--- src/hdl/framer_sig_pkg.sv ---
// Constants for the framer signaling capture and common control register bank.
// Assumes a 25 MHz register clock and word-aligned register indices on the bus.
package framer_sig_pkg;
  // Register indices; byte address is four times the index
  localparam logic [7:0] RX_SIG_FIRST_IDX = 8'h60;
  localparam logic [7:0] RX_SIG_T1_LAST_IDX = 8'h6B;
  localparam logic [7:0] RX_SIG_LAST_IDX = 8'h6F;
  localparam logic [7:0] COMMON_CTRL_1_IDX = 8'h70;
  localparam logic [7:0] COMMON_CTRL_2_IDX = 8'h71;
  localparam logic [7:0] COMMON_CTRL_3_IDX = 8'h72;
  localparam logic [7:0] PORT_STATUS_IDX = 8'h7F;
  // Common control 1 fields
  localparam int MASTER_CLOCK_SOURCE_SEL_BIT = 7;
  localparam int CHECKSUM_RECALC_MODE_BIT = 6;
  localparam int SIGNALING_INTEGRATION_EN_BIT = 5;
  localparam int OUTPUT_PULSE_WIDTH_SEL_BIT = 4;
  localparam int IDLE_ADDR_AUTOINC_DISABLE_BIT = 3;
  localparam int TX_CLOCK_SOURCE_SEL_HI_BIT = 2;
  localparam int TX_CLOCK_SOURCE_SEL_LO_BIT = 1;
  localparam int LOSS_OUTPUT_FUNCTION_SEL_BIT = 0;
  // Common control 2 fields
  localparam int BACKPLANE_FREQ_SEL_HI_BIT = 2;
  localparam int BACKPLANE_FREQ_SEL_LO_BIT = 1;
  localparam int BACKPLANE_CLOCK_ENABLE_BIT = 0;
  // Common control 3 fields
  localparam int TX_MULTIFRAME_SYNC_SOURCE_BIT = 7;
  localparam int GLOBAL_INTERRUPT_DISABLE_BIT = 6;
  localparam int TX_CHANNEL_RATE_SEL_BIT = 3;
  localparam int TX_GAPPED_CLOCK_EN_BIT = 2;
  localparam int RX_CHANNEL_RATE_SEL_BIT = 1;
  localparam int RX_GAPPED_CLOCK_EN_BIT = 0;
  // Reset values
  localparam logic [7:0] COMMON_CTRL_1_RESET = 8'h00;
  localparam logic [7:0] COMMON_CTRL_2_RESET = 8'h00;
  localparam logic [7:0] COMMON_CTRL_3_RESET = 8'h00;
  localparam logic [7:0] RX_SIG_RESET = 8'h00;
  // Transmit clock source codes
  localparam logic [1:0] TX_CLK_INPUT_ONLY = 2'h0;
  localparam logic [1:0] TX_CLK_FALLBACK = 2'h1;
  localparam logic [1:0] TX_CLK_SCALED_MASTER = 2'h2;
  localparam logic [1:0] TX_CLK_RECOVERED = 2'h3;
  // Timing: one channel time, and the multiframes a new value must hold
  localparam int CLOCK_PERIOD_NS = 40;
  localparam int CHANNEL_TIME_NS = 3900;
  localparam int CHANNEL_TIME_CYCLES = (CHANNEL_TIME_NS + CLOCK_PERIOD_NS - 1) / CLOCK_PERIOD_NS;
  localparam logic [1:0] INTEGRATION_MULTIFRAMES = 2'h3;
  localparam int CCS_BITS = 128;
  typedef enum logic [1:0] {MODE_T1_ESF, MODE_T1_D4, MODE_E1_CAS, MODE_E1_CCS} frame_mode_type;
endpackage

--- src/hdl/framer_signaling_common_ctrl.sv ---
// Register bank of one framer port: receive signaling capture and common controls 1 to 3.
// Assumes framer-side strobes share mclk_i; clock pins from the line are sampled here.
// Contract
// RULE1: ESF: even channel high nibble, odd low
// RULE2: D4: each nibble holds A,B,A,B of channel
// RULE3: CAS: zeros over spare bits, then channels
// RULE4: CCS: 128 bits, earliest at first MSB
// RULE5: Master clock from pin or system clock
// RULE6: Checksum recalculation mode select
// RULE7: Integration needs three stable multiframes
// RULE8: Pulse width full or half clock
// RULE9: Idle address advances unless disabled
// RULE10: Modes 00/01: input clock, fallback on loss
// RULE11: Modes 10/11: scaled master or recovered clock
// RULE12: Loss output shows sync or clock loss
// RULE13: Backplane frequency from two select bits
// RULE14: Backplane clock low when disabled
// RULE15: Backplane active only in ports 1, 2
// RULE16: Control 3 fields, reset to zero
// RULE17: Interrupt disable overrides all masks
// RULE18: Multiframe sync source select
// RULE19: Channel rate 64k or 56k each direction
// RULE20: Signaling read-only, updated each multiframe
//
// Chosen here: the Avalon-MM register port.
`timescale 1ns/1ns
module framer_signaling_common_ctrl #(
  parameter int PORT_NUM = 1,
  parameter int TX_SCALE_HALF = 6
) (
  // Clock and reset
  input wire logic mclk_i,
  input wire logic rst_i,
  // Avalon-MM slave
  input wire logic [9:0] avs_address_i,
  input wire logic avs_read_i,
  input wire logic avs_write_i,
  input wire logic [3:0] avs_byteenable_i,
  input wire logic [31:0] avs_writedata_i,
  output logic [31:0] avs_readdata_o,
  output logic avs_waitrequest_o,
  // Framer signaling capture
  input wire logic [1:0] frame_mode_i,
  input wire logic ch_sig_valid_i,
  input wire logic [4:0] ch_num_i,
  input wire logic [3:0] ch_abcd_i,
  input wire logic [3:0] spare_bits_i,
  input wire logic ccs_bit_valid_i,
  input wire logic ccs_bit_i,
  input wire logic multiframe_end_i,
  output logic sig_change_o,
  // Line clocks and transmit data
  input wire logic tx_clock_input_i,
  input wire logic rx_recovered_clock_i,
  input wire logic tx_pos_bit_i,
  input wire logic tx_neg_bit_i,
  output logic tx_output_clock_o,
  output logic tx_positive_data_out_o,
  output logic tx_negative_data_out_o,
  // Loss indication and interrupts
  input wire logic rx_sync_loss_i,
  output logic loss_indication_o,
  input wire logic int_req_i,
  output logic irq_o,
  // Idle code array
  input wire logic idle_code_access_i,
  output logic idle_addr_advance_o,
  // Backplane clock
  input wire logic bp_tick_i,
  output logic backplane_clock_out_o,
  // Static controls
  output logic master_clock_source_sel_o,
  output logic checksum_recalc_mode_o,
  output logic tx_multiframe_sync_source_o,
  output logic tx_channel_rate_sel_o,
  output logic tx_gapped_clock_en_o,
  output logic rx_channel_rate_sel_o,
  output logic rx_gapped_clock_en_o
);
  initial begin
    if (PORT_NUM < 1 || PORT_NUM > 4) $error("PORT_NUM must be 1 to 4");
    if (TX_SCALE_HALF < 1 || TX_SCALE_HALF > 255) $error("TX_SCALE_HALF must be 1 to 255");
  end

  typedef struct packed {
    logic ack;
    logic [31:0] rdata;
    logic [7:0] ccr1;
    logic [7:0] ccr2;
    logic [7:0] ccr3;
    logic [15:0][7:0] vis;
    logic [15:0][7:0] shadow;
    logic [31:0][3:0] cand;
    logic [31:0][1:0] cnt;
    logic [6:0] ccs_cnt;
    logic sig_chg;
    logic tck_s1;
    logic tck_s2;
    logic tck_d;
    logic rck_s1;
    logic rck_s2;
    logic [7:0] idle_cnt;
    logic tx_loss;
    logic [7:0] scale_cnt;
    logic scale_clk;
    logic tclk;
    logic tpos;
    logic tneg;
    logic loss_out;
    logic [3:0] bp_cnt;
    logic bp;
    logic irq;
    logic idle_adv;
  } state_type;

  state_type st_r;
  state_type st_nxt;
  logic req;
  logic [7:0] idx;
  logic tx_sel_clk;
  framer_sig_pkg::frame_mode_type mode;

  // Byte holding a channel nibble: CAS starts one byte later to leave room for spares
  function automatic logic [3:0] chan_byte(input logic [4:0] ch, input logic cas);
    logic [4:0] b;
    b = (ch - 5'd1) >> 1;
    chan_byte = b[3:0] + {3'h0, cas};
  endfunction

  assign mode = framer_sig_pkg::frame_mode_type'(frame_mode_i);
  assign req = avs_read_i | avs_write_i;
  assign idx = avs_address_i[9:2];
  assign avs_waitrequest_o = req & ~st_r.ack;
  assign avs_readdata_o = st_r.rdata;

  always_comb begin
    unique case (st_r.ccr1[2:1])
      framer_sig_pkg::TX_CLK_INPUT_ONLY: tx_sel_clk = st_r.tck_s2; // RULE10
      framer_sig_pkg::TX_CLK_FALLBACK: begin
        tx_sel_clk = st_r.tx_loss ? st_r.rck_s2 : st_r.tck_s2; // RULE10
      end
      framer_sig_pkg::TX_CLK_SCALED_MASTER: tx_sel_clk = st_r.scale_clk; // RULE11
      framer_sig_pkg::TX_CLK_RECOVERED: tx_sel_clk = st_r.rck_s2; // RULE11
    endcase
  end

  always_comb begin
    logic cas;
    logic ccs;
    logic signaling_integration_en;
    logic [3:0] b;
    logic [3:0] nw;
    logic [3:0] old;
    logic chg;
    cas = (mode == framer_sig_pkg::MODE_E1_CAS);
    ccs = (mode == framer_sig_pkg::MODE_E1_CCS);
    signaling_integration_en = st_r.ccr1[framer_sig_pkg::SIGNALING_INTEGRATION_EN_BIT];
    b = 4'h0;
    nw = 4'h0;
    old = 4'h0;
    chg = 1'b0;
    st_nxt = st_r;

    // Bus: capture read data at the first edge, apply a write at the accepting edge
    if (st_r.ack) begin
      st_nxt.ack = 1'b0;
      if (avs_write_i && avs_byteenable_i[0]) begin
        unique case (idx)
          framer_sig_pkg::COMMON_CTRL_1_IDX: st_nxt.ccr1 = avs_writedata_i[7:0];
          framer_sig_pkg::COMMON_CTRL_2_IDX: st_nxt.ccr2 = {5'h00, avs_writedata_i[2:0]};
          framer_sig_pkg::COMMON_CTRL_3_IDX: st_nxt.ccr3 = {avs_writedata_i[7:6], 2'h0,
                                                            avs_writedata_i[3:0]}; // RULE16
          default: st_nxt.ack = 1'b0; // RULE20
        endcase
      end
    end else if (req) begin
      st_nxt.ack = 1'b1;
      st_nxt.rdata = 32'h0000_0000;
      if (idx >= framer_sig_pkg::RX_SIG_FIRST_IDX && idx <= framer_sig_pkg::RX_SIG_LAST_IDX) begin
        st_nxt.rdata[7:0] = st_r.vis[idx[3:0]];
      end else if (idx == framer_sig_pkg::COMMON_CTRL_1_IDX) begin
        st_nxt.rdata[7:0] = st_r.ccr1;
      end else if (idx == framer_sig_pkg::COMMON_CTRL_2_IDX) begin
        st_nxt.rdata[7:0] = st_r.ccr2;
      end else if (idx == framer_sig_pkg::COMMON_CTRL_3_IDX) begin
        st_nxt.rdata[7:0] = st_r.ccr3;
      end else if (idx == framer_sig_pkg::PORT_STATUS_IDX) begin
        st_nxt.rdata[3:0] = {tx_sel_clk == st_r.rck_s2, rx_sync_loss_i, st_r.tx_loss,
                             st_r.sig_chg};
      end
    end

    // Capture of signaling into the shadow during the multiframe
    if (ch_sig_valid_i && !ccs && ch_num_i != 5'd0 &&
        ch_num_i <= (cas ? 5'd30 : 5'd24)) begin
      b = chan_byte(ch_num_i, cas);
      if (ch_num_i[0]) begin
        st_nxt.shadow[b][3:0] = ch_abcd_i; // RULE1 RULE2 RULE3
      end else begin
        st_nxt.shadow[b][7:4] = ch_abcd_i; // RULE1 RULE2 RULE3
      end
    end
    if (cas) begin
      st_nxt.shadow[0] = {4'h0, spare_bits_i}; // RULE3
    end
    if (ccs_bit_valid_i && ccs) begin
      st_nxt.shadow[st_r.ccs_cnt[6:3]][3'd7 - st_r.ccs_cnt[2:0]] = ccs_bit_i; // RULE4
      st_nxt.ccs_cnt = st_r.ccs_cnt + 7'd1;
    end

    // Multiframe boundary: publish, with optional three-multiframe integration
    st_nxt.sig_chg = 1'b0;
    if (multiframe_end_i) begin
      st_nxt.ccs_cnt = 7'd0;
      for (int p = 0; p < 32; p++) begin
        nw = st_r.shadow[p / 2][(p % 2) * 4 +: 4];
        old = st_r.vis[p / 2][(p % 2) * 4 +: 4];
        if (ccs || (cas && p < 2) || (p >= 24 && !cas)) begin
          st_nxt.vis[p / 2][(p % 2) * 4 +: 4] = (p >= 24 && !cas && !ccs) ? 4'h0 : nw; // RULE20
        end else if (nw == old) begin
          st_nxt.cnt[p] = 2'h0;
        end else if (!signaling_integration_en) begin
          st_nxt.vis[p / 2][(p % 2) * 4 +: 4] = nw; // RULE7
          chg = 1'b1;
        end else if (nw != st_r.cand[p]) begin
          st_nxt.cand[p] = nw;
          st_nxt.cnt[p] = 2'h1;
        end else if (st_r.cnt[p] + 2'h1 == framer_sig_pkg::INTEGRATION_MULTIFRAMES) begin
          st_nxt.vis[p / 2][(p % 2) * 4 +: 4] = nw; // RULE7
          st_nxt.cnt[p] = 2'h0;
          chg = 1'b1;
        end else begin
          st_nxt.cnt[p] = st_r.cnt[p] + 2'h1;
        end
      end
      st_nxt.sig_chg = chg;
    end

    // Line clock sampling and loss of transmit clock after one channel time
    st_nxt.tck_s1 = tx_clock_input_i;
    st_nxt.tck_s2 = st_r.tck_s1;
    st_nxt.tck_d = st_r.tck_s2;
    st_nxt.rck_s1 = rx_recovered_clock_i;
    st_nxt.rck_s2 = st_r.rck_s1;
    if (st_r.tck_s2 != st_r.tck_d) begin
      st_nxt.idle_cnt = 8'h00;
      st_nxt.tx_loss = 1'b0;
    end else if (st_r.idle_cnt == 8'(framer_sig_pkg::CHANNEL_TIME_CYCLES - 1)) begin
      st_nxt.tx_loss = 1'b1; // RULE10
    end else begin
      st_nxt.idle_cnt = st_r.idle_cnt + 8'h01;
    end

    // Scaled master clock
    if (st_r.scale_cnt == 8'(TX_SCALE_HALF - 1)) begin
      st_nxt.scale_cnt = 8'h00;
      st_nxt.scale_clk = ~st_r.scale_clk; // RULE11
    end else begin
      st_nxt.scale_cnt = st_r.scale_cnt + 8'h01;
    end

    // Transmit outputs; half width keeps data only while the selected clock is high
    st_nxt.tclk = tx_sel_clk;
    st_nxt.tpos = tx_pos_bit_i & (~st_r.ccr1[framer_sig_pkg::OUTPUT_PULSE_WIDTH_SEL_BIT] |
                                  tx_sel_clk); // RULE8
    st_nxt.tneg = tx_neg_bit_i & (~st_r.ccr1[framer_sig_pkg::OUTPUT_PULSE_WIDTH_SEL_BIT] |
                                  tx_sel_clk); // RULE8
    st_nxt.loss_out = st_r.ccr1[framer_sig_pkg::LOSS_OUTPUT_FUNCTION_SEL_BIT] ?
                      st_r.tx_loss : rx_sync_loss_i; // RULE12

    // Backplane clock: counter bit k is the tick rate halved k+1 times
    if (bp_tick_i) begin
      st_nxt.bp_cnt = st_r.bp_cnt + 4'h1; // RULE13
    end
    st_nxt.bp = (PORT_NUM <= 2) && st_r.ccr2[framer_sig_pkg::BACKPLANE_CLOCK_ENABLE_BIT] &&
                st_r.bp_cnt[st_r.ccr2[2:1]]; // RULE13 RULE14 RULE15

    st_nxt.irq = int_req_i &
                 ~st_r.ccr3[framer_sig_pkg::GLOBAL_INTERRUPT_DISABLE_BIT]; // RULE17
    st_nxt.idle_adv = idle_code_access_i &
                      ~st_r.ccr1[framer_sig_pkg::IDLE_ADDR_AUTOINC_DISABLE_BIT]; // RULE9
  end

  always_ff @(posedge mclk_i or posedge rst_i) begin
    if (rst_i) begin
      st_r <= '0;
      st_r.ccr1 <= framer_sig_pkg::COMMON_CTRL_1_RESET;
      st_r.ccr2 <= framer_sig_pkg::COMMON_CTRL_2_RESET;
      st_r.ccr3 <= framer_sig_pkg::COMMON_CTRL_3_RESET; // RULE16
    end else begin
      st_r <= st_nxt;
    end
  end

  assign sig_change_o = st_r.sig_chg;
  assign tx_output_clock_o = st_r.tclk;
  assign tx_positive_data_out_o = st_r.tpos;
  assign tx_negative_data_out_o = st_r.tneg;
  assign loss_indication_o = st_r.loss_out;
  assign irq_o = st_r.irq;
  assign idle_addr_advance_o = st_r.idle_adv;
  assign backplane_clock_out_o = st_r.bp;
  assign master_clock_source_sel_o =
    st_r.ccr1[framer_sig_pkg::MASTER_CLOCK_SOURCE_SEL_BIT]; // RULE5
  assign checksum_recalc_mode_o = st_r.ccr1[framer_sig_pkg::CHECKSUM_RECALC_MODE_BIT]; // RULE6
  assign tx_multiframe_sync_source_o =
    st_r.ccr3[framer_sig_pkg::TX_MULTIFRAME_SYNC_SOURCE_BIT]; // RULE18
  assign tx_channel_rate_sel_o = st_r.ccr3[framer_sig_pkg::TX_CHANNEL_RATE_SEL_BIT]; // RULE19
  assign tx_gapped_clock_en_o = st_r.ccr3[framer_sig_pkg::TX_GAPPED_CLOCK_EN_BIT]; // RULE16
  assign rx_channel_rate_sel_o = st_r.ccr3[framer_sig_pkg::RX_CHANNEL_RATE_SEL_BIT]; // RULE19
  assign rx_gapped_clock_en_o = st_r.ccr3[framer_sig_pkg::RX_GAPPED_CLOCK_EN_BIT]; // RULE16
endmodule

--- config.mk ---
export PLATFORM = sky130hd
export DESIGN_NAME = framer_signaling_common_ctrl
export DESIGN_NICKNAME = d
export VERILOG_FILES = /design/src/hdl/framer_sig_pkg.sv /design/src/hdl/framer_signaling_common_ctrl.sv
export SDC_FILE = /design/constraint.sdc
export NUM_CORES = 2
export LEC_CHECK = 0
export ABC_AREA = 0
export BUFFER_PORTS_ARGS = -buffer_cell sky130_fd_sc_hd__buf_4
export CORE_MARGIN = 2
export CORE_UTILIZATION = 45
export CTS_CLUSTER_DIAMETER = 200
export CTS_CLUSTER_SIZE = 24
export DETAILED_ROUTE_END_ITERATION = 7
export GPL_ROUTABILITY_DRIVEN = 1
export SYNTH_ARGS = -nofsm -noshare
export SYNTH_HDL_FRONTEND = slang
export SYNTH_SLANG_ARGS = --single-unit
--- constraint.sdc ---
create_clock -name mclk_i -period 36 [get_ports mclk_i]
set_input_delay 7.2 -clock mclk_i [delete_from_list [all_inputs] [get_ports mclk_i]]
set_output_delay 7.2 -clock mclk_i [all_outputs]
set_load 0.02 [all_outputs]
==> flow_summary.yaml <==
outcome:
  status: "finished clean"
timing:
  fin_crit_ns: 15.83
  setup_violations: 0
  worst_slew_pin_slew_ns: 1.21
  maxSlewViolCount: 0
  fin_crit_sh_pct: 44.0
  finalWorstSetupSlack_ns: 20.17
  clock_skew_ns: 0.0429
  hold_viol_final: 0
  rsz0062_at_grt: "no"
  relSlewSlack_pct: 18.9
  timing.fmax_mhz: 63.2
  tns_ns: 0
finish:
  fillers: 5388
  area_growth_pct: 6.59
  post-route-util_pct: 48.6
  fin_nets: 2652
  drive_above_1_share_pct: 17.7
setup_path:
  cp_slowest_cell: "o21bai_1"
  crit_family: "compound AO/OA/AOI/OAI gates"
  path_cells: "buf_4 > o21bai_1 > inv_1 > buf_4"
  crit_arrival_ns: 8.63
  crit_buf_inv: 3
  max_stage_delay_ns: 0.93
  critPathKind: "input port to output port"
  start_kind: "input port"
  cpMostUsedCell: "buf_4"
  required_ns: 28.80
  crit_path_max_fanout: 17
  crit_path_end_kind: "output port"
route:
  ant_nets: 0
  drt-total-wl_um: 76000
  wl_per_cell_um: 22.7
  route.detailed.drc: 0
  vias_per_cell: 5.85
  vias: 19598
  drt_iter0_markers: 1533
  first_pass_iters: 6
global_route:
  grt_pass1_vias: 19482
  grt.total_usage_pct: 24.0
  grt_max_degree: 176
  grt_pass1_wl_um: 117000
  grt_overflow_total: 0
  antenna_found_initial: 3
die:
  io_pins: 125
  core_area_um2: 60500
  rows: 90
  die_h_um: 251
  die_area_um2: 63200
  fp.dieW_um: 251
  start_util_pct: 45.6
power_and_ir_drop:
  p_leak_nw: 13.9
  powerDensity_nw_per_um2: 55.2
  p_total_mw: 1.62
  peakVddDrop_mv: 0.0282
clock_tree:
  cts.sinks: 516
  clock-root-buffer: "clkbuf_16"
  cts.repair.resized: 0
  cts-htree-levels: 1
  clk_transition_reported_paths_ns: 0.09
  clkLatencyLatePin_ns: 0.62
  cts_setup_buffers: 0
  tritoncts: "yes"
  cts_hold_buf: 0
  clockBufferDepth: 3
  cts_inserted_buffers: 25
place:
  io_buffers: 71
  pre_cts_slack_ns: 20.18
  dp_hpwl_um: 51800
  place_congestion: 0.862
synth:
  synth_seq_cells: 516
  synth-async-reset-ratio_pct: 100
  netlist_instances: 2553
  synth_ff_type: "dfrtp_1"
  syn_avg_cell_area_um2: 10.8
  yosys_warnings: 0
  synth_cell_types: 71
  ys_seq_area_share_pct: 46.9
  synth-edff-count: 0
  netlist_area_um2: 27600
job:
  cap_violations: 0
min_path:
  hp-class: "flop to flop"
## state kept, by name, indices dropped and copies added, names as in the netlist
| register | cells |
|---|---|
| tx_positive_data_out_o | 1 |
| idle_addr_advance_o | 1 |
| tx_negative_data_out_o | 1 |
| tx_output_clock_o | 1 |
| master_clock_source_sel_o | 1 |
| tx_multiframe_sync_source_o | 1 |
| checksum_recalc_mode_o | 1 |
| irq_o | 1 |
| st_nxt | 3 |
| tx_gapped_clock_en_o | 1 |
| backplane_clock_out_o | 1 |
| sig_change_o | 1 |
| loss_indication_o | 1 |
| rx_gapped_clock_en_o | 1 |
| st_r | 490 |
| rx_channel_rate_sel_o | 1 |
| avs_readdata_o | 8 |
| tx_channel_rate_sel_o | 1 |
## cells in the final DEF (no fill, tap or decap), types with 16 or more instances in the layout
master	n
dfrtp_1	515
xor2_1	247
mux2_2	245
nand2_1	239
o21ai_0	198
nor2_1	192
mux2i_1	144
a21oi_1	93
buf_4	83
nor4_1	60
nor2b_1	50
mux4_2	41
nand3_1	40
inv_1	35
xnor2_1	32
nand3b_1	28
clkbuf_16	25
nand4b_1	24
conb_1	24
o21ai_1	23
a21o_1	20
nand4_1	18
nor3_1	16
## logic make-up (layout without fill, tap and decap cells)
group                      after synthesis  after routing  synth area share [%]
DFF                                    516            516                  46.9
adders and majority gates               11             11                 0.499
other                                    1             26                0.0136
xor gates and xnor gates               283            283                  9.16
AOI/OAI and AO/OA                      408            408                  8.39
and+or+nand+nor                        744            744                  13.8
muxes                                  430            430                  18.6
buffers and inverters                  160            149                  2.68
## layout make-up
type                            instances  area [µm²]  share of cell area [%]
Antenna cell                            2        5.00                  0.0170
Tap cell                              782         978                    3.33
Sequential cell                       516       12900                    44.0
Multi-Input combinational cell       1900       14000                    47.7
Inverter                               36         143                   0.486
Timing Repair Buffer                   85         663                    2.26
Clock inverter                          2        25.0                  0.0852
Clock buffer                           26         629                    2.14
## worst paths after layout
path	cells after the start	end	slack, ns	start
worst max-delay path	4	avs_waitrequest_o	20.17	avs_read_i
max in group asynchronous	4	st_r[188]	26.92	rst_i
worst max register to register	5	sig_change_o	32.85	st_r[511]
worst min register to register	0	st_r[29]	0.36	st_nxt[29]
min in group asynchronous	2	st_r[79]	6.71	rst_i
worst min-delay path	0	st_r[29]	0.36	st_nxt[29]
## where the power goes
part / leakage, nW / switching, mW / internal, mW
clock network: 0.321 / 0.190 / 0.126
registers: 6.85 / 0.139 / 0.680
logic: 6.69 / 0.259 / 0.227
## worst reg2reg max path: stages, from the launching register on
cell and delay, ns:
dfrtp_4 0.78, buf_4 0.69, a21oi_1 0.28, or4_1 0.63
nor3_1 0.26, a31oi_1 0.30
## synth_stat cells (5+ instances only)
cell type / count / share of area, %
nor3_1: 16 / 0.29
nor2_1: 193 / 2.6
a21o_1: 20 / 0.54
mux2i_1: 144 / 5.2
clkbuf_1: 75 / 1.0
a211oi_1: 5 / 0.14
o21a_1: 6 / 0.16
and3_1: 11 / 0.25
nor4_1: 60 / 1.4
inv_1: 36 / 0.49
dfrtp_1: 516 / 47
buf_1: 5 / 0.068
a31o_2: 8 / 0.25
a22o_1: 8 / 0.25
nand3_1: 40 / 0.73
buf_2: 11 / 0.20
nor2b_1: 50 / 1.1
nand4b_1: 24 / 0.76
nand2_1: 240 / 3.3
mux4_2: 41 / 3.4
o21ai_0: 198 / 3.6
o21ai_1: 23 / 0.42
a21boi_1: 7 / 0.19
o22ai_1: 13 / 0.30
buf_4: 33 / 0.90
ha_1: 11 / 0.50
nand4_1: 18 / 0.41
nor3_4: 5 / 0.30
a21boi_0: 7 / 0.19
nor2_4: 15 / 0.61
and2_1: 8 / 0.18
nand2b_1: 9 / 0.20
a21oi_1: 93 / 1.7
mux2_2: 245 / 10
nand3b_1: 28 / 0.76
xnor2_1: 33 / 1.0
xor2_1: 247 / 7.8
## routing by layer
metal  share of wire, %  routed length [µm]  global-route usage [%]  up-vias
met4                3.6                2740                    7.96        2
met1                 45               34100                    33.3    10005
met5              0.024                  18                       0        -
met3                4.6                3510                    2.91      146
met2                 47               35600                    39.2      521
li1                   -                   -                       -     8924
## through the flow
stage,instances,instance area (µm²),hold WS [ns]
floorplan,2576,27600,0.331
global placement,3319,28700,0.337
detailed placement,3319,28700,0.338
CTS,3347,29400,0.360
global route,3347,29400,0.365
finish,3349,29400,0.361
Power figures use the tool's default switching activity.
